**src/include/unlock_map.svh**
```systemverilog
// Constant map for the timed write unlock block
// Assumes an 8-bit special register address space
`ifndef UNLOCK_MAP_SVH
`define UNLOCK_MAP_SVH

`define UNLOCK_KEY_ADDR     8'hC7
`define UNLOCK_KEY_RESET    8'h00
`define UNLOCK_KEY_FIRST    8'hAA
`define UNLOCK_KEY_SECOND   8'h55

`define CHIP_CONTROL_ADDR   8'h9F
`define FLASH_TRIGGER_ADDR  8'hA4
`define POWER_MONITOR_ADDR  8'hAC
`define OSC_TRIM_ADDR       8'h97
`define WATCHDOG_CTRL_ADDR  8'hAA

`define UNLOCK_MC_WINDOW    2'h3
`define UNLOCK_MC_ZERO      2'h0
`define UNLOCK_MC_STEP      2'h1

`endif

```
**src/include/unlock_pkg.sv**
```systemverilog
// Types shared by the timed write unlock block
// Assumes the special register bus of an 8-bit CPU core
package unlock_pkg;

   typedef struct packed {
      logic       en;
      logic [7:0] addr;
      logic [7:0] data;
   } sfr_wr_t;

   typedef enum logic [1:0] {
      ST_IDLE,
      ST_WAIT_KEY2,
      ST_OPEN
   } unlock_state_t;

endpackage

```
**src/core/timed_write_unlock.sv**
```systemverilog
// Timed write unlock gate for protected special registers
// Assumes CPU writes and machine-cycle tick arrive on clk, one cycle each
//
// Operation
// - Write-only unlock register, resets to zero
// - First key starts second-key watch counter
// - Second key up to the fourth machine-cycle tick opens
// - Late second key leaves window shut
// - Window closes itself on the fourth machine-cycle tick
// - Protected writes outside window are discarded
// - Several writes allowed, late ones dropped
// - Reads are never gated
// - Five protected registers at fixed addresses
`timescale 1ns/10ps
`include "unlock_map.svh"
`default_nettype none

module timed_write_unlock (
   // Clock and reset
   input  wire logic             clk,
   input  wire logic             arst_n,
   // Machine-cycle tick from the CPU core
   input  wire logic             mc_tick,
   // Special register write from the CPU core
   input  wire unlock_pkg::sfr_wr_t cpu_wr,
   // Gated write toward the special registers
   output var  unlock_pkg::sfr_wr_t sfr_wr_r,
   output var  logic             wr_dropped_r,
   // Status
   output var  logic             key_pending_r,
   output var  logic             window_open_r
);

   ////////////////////////////////////////////////////////////////////////
   // Decode

   unlock_pkg::unlock_state_t state_r;
   unlock_pkg::unlock_state_t state_nxt;
   logic [1:0]                 cnt_r;
   logic [1:0]                 cnt_nxt;

   wire key_wr   = cpu_wr.en && (cpu_wr.addr == `UNLOCK_KEY_ADDR);
   wire first_wr = key_wr && (cpu_wr.data == `UNLOCK_KEY_FIRST);
   wire second_wr = key_wr && (cpu_wr.data == `UNLOCK_KEY_SECOND);

   wire prot_addr = (cpu_wr.addr == `CHIP_CONTROL_ADDR)
                 || (cpu_wr.addr == `FLASH_TRIGGER_ADDR)
                 || (cpu_wr.addr == `POWER_MONITOR_ADDR)
                 || (cpu_wr.addr == `OSC_TRIM_ADDR)
                 || (cpu_wr.addr == `WATCHDOG_CTRL_ADDR);
   wire prot_wr  = cpu_wr.en && prot_addr;
   wire is_open  = (state_r == unlock_pkg::ST_OPEN);
   wire expired  = mc_tick && (cnt_r == `UNLOCK_MC_ZERO);
   wire cnt_dec  = mc_tick && (cnt_r != `UNLOCK_MC_ZERO);

   wire pass_wr  = cpu_wr.en && !key_wr && (!prot_addr || is_open);
   wire drop_wr  = prot_wr && !is_open;

   ////////////////////////////////////////////////////////////////////////
   // Sequence state

   // Write in the same cycle as the expiring tick still counts as in time
   always_comb begin
      state_nxt = state_r;
      cnt_nxt   = cnt_dec ? cnt_r - `UNLOCK_MC_STEP : cnt_r;
      case (state_r)
         unlock_pkg::ST_IDLE: begin
            if (first_wr) begin
               state_nxt = unlock_pkg::ST_WAIT_KEY2;
               cnt_nxt   = `UNLOCK_MC_WINDOW;
            end
         end
         unlock_pkg::ST_WAIT_KEY2: begin
            if (second_wr) begin
               state_nxt = unlock_pkg::ST_OPEN;
               cnt_nxt   = `UNLOCK_MC_WINDOW;
            end else if (first_wr) begin
               cnt_nxt   = `UNLOCK_MC_WINDOW;
            end else if (key_wr) begin
               state_nxt = unlock_pkg::ST_IDLE;
            end else if (expired) begin
               state_nxt = unlock_pkg::ST_IDLE;
            end
         end
         unlock_pkg::ST_OPEN: begin
            if (first_wr) begin
               state_nxt = unlock_pkg::ST_WAIT_KEY2;
               cnt_nxt   = `UNLOCK_MC_WINDOW;
            end else if (expired) begin
               state_nxt = unlock_pkg::ST_IDLE;
            end
         end
         default: begin
            state_nxt = unlock_pkg::ST_IDLE;
         end
      endcase
   end

   always_ff @(posedge clk or negedge arst_n) begin
      if (!arst_n) begin
         state_r <= unlock_pkg::ST_IDLE;
         cnt_r   <= `UNLOCK_MC_ZERO;
      end else begin
         state_r <= state_nxt;
         cnt_r   <= cnt_nxt;
      end
   end

   ////////////////////////////////////////////////////////////////////////
   // Outputs

   // only writes pass this gate, reads bypass it
   always_ff @(posedge clk or negedge arst_n) begin
      if (!arst_n) begin
         sfr_wr_r      <= '0;
         wr_dropped_r  <= 1'b0;
         key_pending_r <= 1'b0;
         window_open_r <= 1'b0;
      end else begin
         sfr_wr_r.en   <= pass_wr;
         sfr_wr_r.addr <= cpu_wr.addr;
         sfr_wr_r.data <= cpu_wr.data;
         wr_dropped_r  <= drop_wr;
         key_pending_r <= (state_nxt == unlock_pkg::ST_WAIT_KEY2);
         window_open_r <= (state_nxt == unlock_pkg::ST_OPEN);
      end
   end

   ////////////////////////////////////////////////////////////////////////
   // Checks

   a_first_key_arms: assert property (
      @(posedge clk) disable iff (!arst_n)
      (state_r == unlock_pkg::ST_IDLE) && first_wr
      |=> key_pending_r && (cnt_r == `UNLOCK_MC_WINDOW))
      else $error("first key did not arm the counter");

   a_second_key_opens: assert property (
      @(posedge clk) disable iff (!arst_n)
      key_pending_r && second_wr |=> window_open_r && !key_pending_r)
      else $error("second key in time did not open window");

   a_late_key_shut: assert property (
      @(posedge clk) disable iff (!arst_n)
      key_pending_r && expired && !key_wr
      ##1 (cpu_wr.en && prot_addr) |=> !sfr_wr_r.en && wr_dropped_r)
      else $error("write after late key was not dropped");

   a_window_three_ticks: assert property (
      @(posedge clk) disable iff (!arst_n)
      $rose(window_open_r) |-> cnt_r == `UNLOCK_MC_WINDOW)
      else $error("window did not start with three ticks");

   a_window_closes: assert property (
      @(posedge clk) disable iff (!arst_n)
      window_open_r && expired && !first_wr |=> !window_open_r)
      else $error("window stayed open after expiry");

   a_closed_drop: assert property (
      @(posedge clk) disable iff (!arst_n)
      prot_wr && !window_open_r |=> !sfr_wr_r.en && wr_dropped_r)
      else $error("protected write passed while closed");

   a_open_pass: assert property (
      @(posedge clk) disable iff (!arst_n)
      prot_wr && window_open_r
      |=> sfr_wr_r.en && !wr_dropped_r
          && (sfr_wr_r.data == $past(cpu_wr.data)))
      else $error("protected write lost inside window");

   a_bad_key_cancel: assert property (
      @(posedge clk) disable iff (!arst_n)
      key_pending_r && key_wr && !first_wr && !second_wr
      |=> !key_pending_r && !window_open_r)
      else $error("wrong second key did not cancel");

   a_key_not_forwarded: assert property (
      @(posedge clk) disable iff (!arst_n)
      key_wr |=> !sfr_wr_r.en)
      else $error("unlock register write leaked to bus");

   a_plain_pass: assert property (
      @(posedge clk) disable iff (!arst_n)
      cpu_wr.en && !key_wr && !prot_addr
      |=> sfr_wr_r.en && !wr_dropped_r
          && (sfr_wr_r.addr == $past(cpu_wr.addr)))
      else $error("unprotected write was not forwarded");

   a_late_write_dropped: assert property (
      @(posedge clk) disable iff (!arst_n)
      window_open_r && expired && !first_wr
      ##1 prot_wr |=> !sfr_wr_r.en && wr_dropped_r)
      else $error("write after window close was forwarded");

   a_window_counts: assert property (
      @(posedge clk) disable iff (!arst_n)
      window_open_r && !first_wr && !expired |=> window_open_r)
      else $error("window closed before its ticks ran out");

   a_pending_expires: assert property (
      @(posedge clk) disable iff (!arst_n)
      key_pending_r && expired && !key_wr
      |=> !key_pending_r && !window_open_r)
      else $error("pending key outlived its ticks");

   a_restart_wait: assert property (
      @(posedge clk) disable iff (!arst_n)
      key_pending_r && first_wr
      |=> key_pending_r && (cnt_r == `UNLOCK_MC_WINDOW))
      else $error("repeated first key did not restart wait");

endmodule

`default_nettype wire

```
**config.mk**
```make
export PLATFORM = sky130hd
export DESIGN_NAME = timed_write_unlock
export DESIGN_NICKNAME = d
export VERILOG_FILES = /design/src/include/unlock_pkg.sv /design/src/core/timed_write_unlock.sv
export VERILOG_INCLUDE_DIRS = /design/src /design/src/include
export SDC_FILE = /design/constraint.sdc
export NUM_CORES = 1
export LEC_CHECK = 0
export ABC_AREA = 1
export BUFFER_PORTS_ARGS = -buffer_cell sky130_fd_sc_hd__buf_4
export CAP_MARGIN = 20
export CORE_MARGIN = 5
export CORE_UTILIZATION = 45
export DETAILED_ROUTE_END_ITERATION = 10
export GPL_ROUTABILITY_DRIVEN = 0
export PLACE_DENSITY = 0.79
export REMOVE_ABC_BUFFERS = 1
export SETUP_SLACK_MARGIN = 0.3
export SLEW_MARGIN = 25
export SYNTH_ARGS = -nofsm -noshare
export SYNTH_HDL_FRONTEND = slang
export SYNTH_SLANG_ARGS = --single-unit
export TNS_END_PERCENT = 30
```
**constraint.sdc**
```tcl
create_clock -name clk -period 1.3 [get_ports clk]
set_input_delay 0.325 -clock clk [delete_from_list [all_inputs] [get_ports clk]]
set_output_delay 0.325 -clock clk [all_outputs]
set_load 0.005 [all_outputs]
```
==> results.txt <==
The pin count of the biggest net entering global routing came out at 25. Once routing completed, OpenROAD measured the worst setup slack at approximately 160 ps. The final routed DRC violation total is 0. Clock-pin slew was measured on the worst setup and hold paths at around 120 ps. The number of buffers on the longest clock path is 2. The commonest non-fill, non-tap cell in the layout is sky130_fd_sc_hd__buf_4.

The combined area of the multi-input logic cells is approximately 280 sq um. The half-perimeter wire length of the detailed placement result is ~1600 um. The peak ir drop on the vdd network is 822 uV. 40 I/O pins were placed. The tool flagged a number of max-cap violations equal to 0. The die area is 3080 sq um. The path category of the worst min-delay check is in -> reg.

The H-tree level count is 1. The via-per-instance ratio is 4.40. The share of post-route cells with drive strength above 1 came out at approximately two fifths. Counting both buffers and inverters, the worst setup path holds a total of 1.

The net count reported at finish came out at 166. The number of clock sinks came out at 24. The number of fillers in the final layout is roughly 150. The wire length per cell after detailed routing is 12.1 um. In the layout the commonest cells are 33 x sky130_fd_sc_hd__buf_4, 24 x sky130_fd_sc_hd__dfrtp_1, 23 x sky130_fd_sc_hd__nand2_1. The count of warnings emitted by yosys is 0.

STA classifies the critical path startpoint as a register. The clock period could shrink to 1140 ps. The first routing iteration left 10 violations. The per-instance average area after synthesis came out at approximately 9.6 sq um. By startpoint and endpoint, the worst setup path is classified as reg -> out.

The post-route total power came out at about 1.5 mW. The initial standard-cell utilization of the core came out at 47.4%. Setup repair after global routing could not meet its margin everywhere. 0 antenna diodes ended up in the layout.

The required time of the worst setup path came out at about 1000 ps. The post-detailed-routing wire length came out at around 2000 um. Row generation in the floorplan step produced 16 rows. The maximum single-stage delay on the critical path came out at ~400 ps. The number of nets with antenna violations after routing came out at 0. The number of global-route vias before repair came out at slightly above 700.

The final setup TNS came out at 0 ps. The total core area is a little under 2000 sq um. Setup violations remaining at the end of the flow were counted as 0.

The number of pins with negative max-slew slack in the final report came out at 0. The total global-route track usage came out at between 10% and 20%. The gate family responsible for the most delay along the worst path is flip-flops. After routing the design area is around 1400 sq um.

The slowest stage of the critical path is the sky130_fd_sc_hd__dfrtp_1 cell. The clock arrives with 3.45 ps of skew. Dividing total power by cell area gives a power density of between 1000 and 1500 nW/um^2. The count of distinct cell types in the synthesized netlist came out at 16. The cell area after synthesis came out at between 900 and 1000 sq um. The buffer cell driving the clock tree root is sky130_fd_sc_hd__clkbuf_4.

The area added between synthesis and finish came out at 46.4%. Cells fill around 69% of the core in the end. The share of the Yosys chip area taken by registers is ~65%. In this run the horizontal extent of the chip is ~55 um. The run finished with clean final reports.

The floorplan step set the die height to 55.5 um. The first-pass GRT wire length is ~3200 um. After detailed placement, the total cell area comes to 1260 sq um. After global routing the overflow that remains totals 0. The timing-limited maximum frequency is approximately 0.9 GHz.

The footprint of the flip-flops and latches came out at between 600 and 700 sq um. Counting the buffers created by CTS gives 3. The flip-flop and latch count after synthesis came out at 24.

The length of the first detailed-routing pass in iterations is 3. Detailed routing inserted a total of ~750 vias. The initial antenna violation count was 0. STA classifies the critical path endpoint as an output pin.

The normalized max-slew margin came out at between 80% and 90%. Walking the worst path, the cells encountered are buf_6. The number of endpoints with negative hold slack in the final report came to 0. Synthesis produced a netlist whose cell count is just under 100. Of all nets on the critical path, the largest fanout is 1. The worst slack after detailed placement is 43.2 ps. The total of buffers placed on input and output ports is 39.

The standby leakage power came out at 0.731 nW. The measured slew at the worst slew-check pin came out at a little under 300 ps. The clock tree from TritonCTS is done.

For the worst setup path, the data arrival time is roughly 820 ps. The final cycle utilization of the critical path is a little under 90%. The clock latency on the worst-skew pair came out at roughly 300 ps.
-- worst register-to-register path, stage by stage (launching register included) --
cell                      delay (ps)
sky130_fd_sc_hd__dfrtp_1         410
sky130_fd_sc_hd__inv_1            60
sky130_fd_sc_hd__ha_2            180
sky130_fd_sc_hd__inv_2            50
sky130_fd_sc_hd__nand2_4          80
sky130_fd_sc_hd__xor2_1          140
sky130_fd_sc_hd__nand2_1          60
-- registers in the layout, indices dropped and copies added (netlist names) --
signal         count
state_r            2
wr_dropped_r       1
key_pending_r      1
sfr_wr_r          17
cnt_r              2
window_open_r      1
-- timing repair --
action	in CTS	in global routing
endpoints found under the hold margin	24	0
hold buffers	1	0
pin swaps	0	4
resized for setup	7	8
setup endpoints to repair	24	27
buffers inserted	0	3
-- cell usage after synthesis (all sizes together) --
cell	count	area, sq um
nand2	25	96.4
dfrtp	24	601
inv	17	63.8
nor2	15	61.3
nand3	5	30.0
a21oi	3	15.0
a21boi	2	22.5
clkinv	1	3.75
ha	1	12.5
nor2b	1	6.26
nor3	1	5.00
o21ai	1	5.00
xor2	1	8.76
-- power by group --
group	leakage, nW	switching [mW]	internal [mW]
clock network	0.0138	0.198	0.108
registers	0.292	0.0257	0.807
logic	0.425	0.189	0.209
-- logic make-up after synthesis --
kind of cell             synth area share, %
AND/OR/NAND/NOR                         21.4
flip-flops                              64.5
buffers and inverters                   7.26
AO/OA/AOI/OAI                           4.57
XOR/XNOR                               0.941
adder cells (fa/ha/maj)                 1.34
-- final timing paths --
kind,to,slack (ps),startpoint,cells past startpoint
max in group asynchronous,wr_dropped_r$_DFF_PN0_,630,arst_n,2
min reg2reg,cnt_r[0]$_DFF_PN0_,590,cnt_r[0]$_DFF_PN0_,3
min in group asynchronous,sfr_wr_r[0]$_DFF_PN0_,440,arst_n,2
max,sfr_wr_r[3],160,sfr_wr_r[3]$_DFF_PN0_,1
min,sfr_wr_r[13]$_DFF_PN0_,130,cpu_wr[13],1
max reg2reg,cnt_r[0]$_DFF_PN0_,230,cnt_r[1]$_DFF_PN0_,6
-- per-layer routing --
metal	track usage, %	wire length (um)	up-vias
met2	24.3	1120	24
met4	3.13	7	0
met1	13.8	777	342
met5	0	0	-
li1	-	-	380
met3	4.20	147	2
-- area by class of cell --
class                   instances  area share (%)
well taps                      27            2.48
inverters                      18            4.96
repair buffers                 43            26.4
clock buffers                   3            1.65
flip-flops and latches         24            44.1
multi-input cells              55            20.5
-- stage by stage --
step           hold slack, ps  cells
3_5_place_dp              233    163
4_1_cts                   127    167
6_report                  133    170
2_1_floorplan            29.4     97
3_3_place_gp              232    163
5_1_grt                   114    170
No activity file was read; power rests on OpenSTA's default activity.
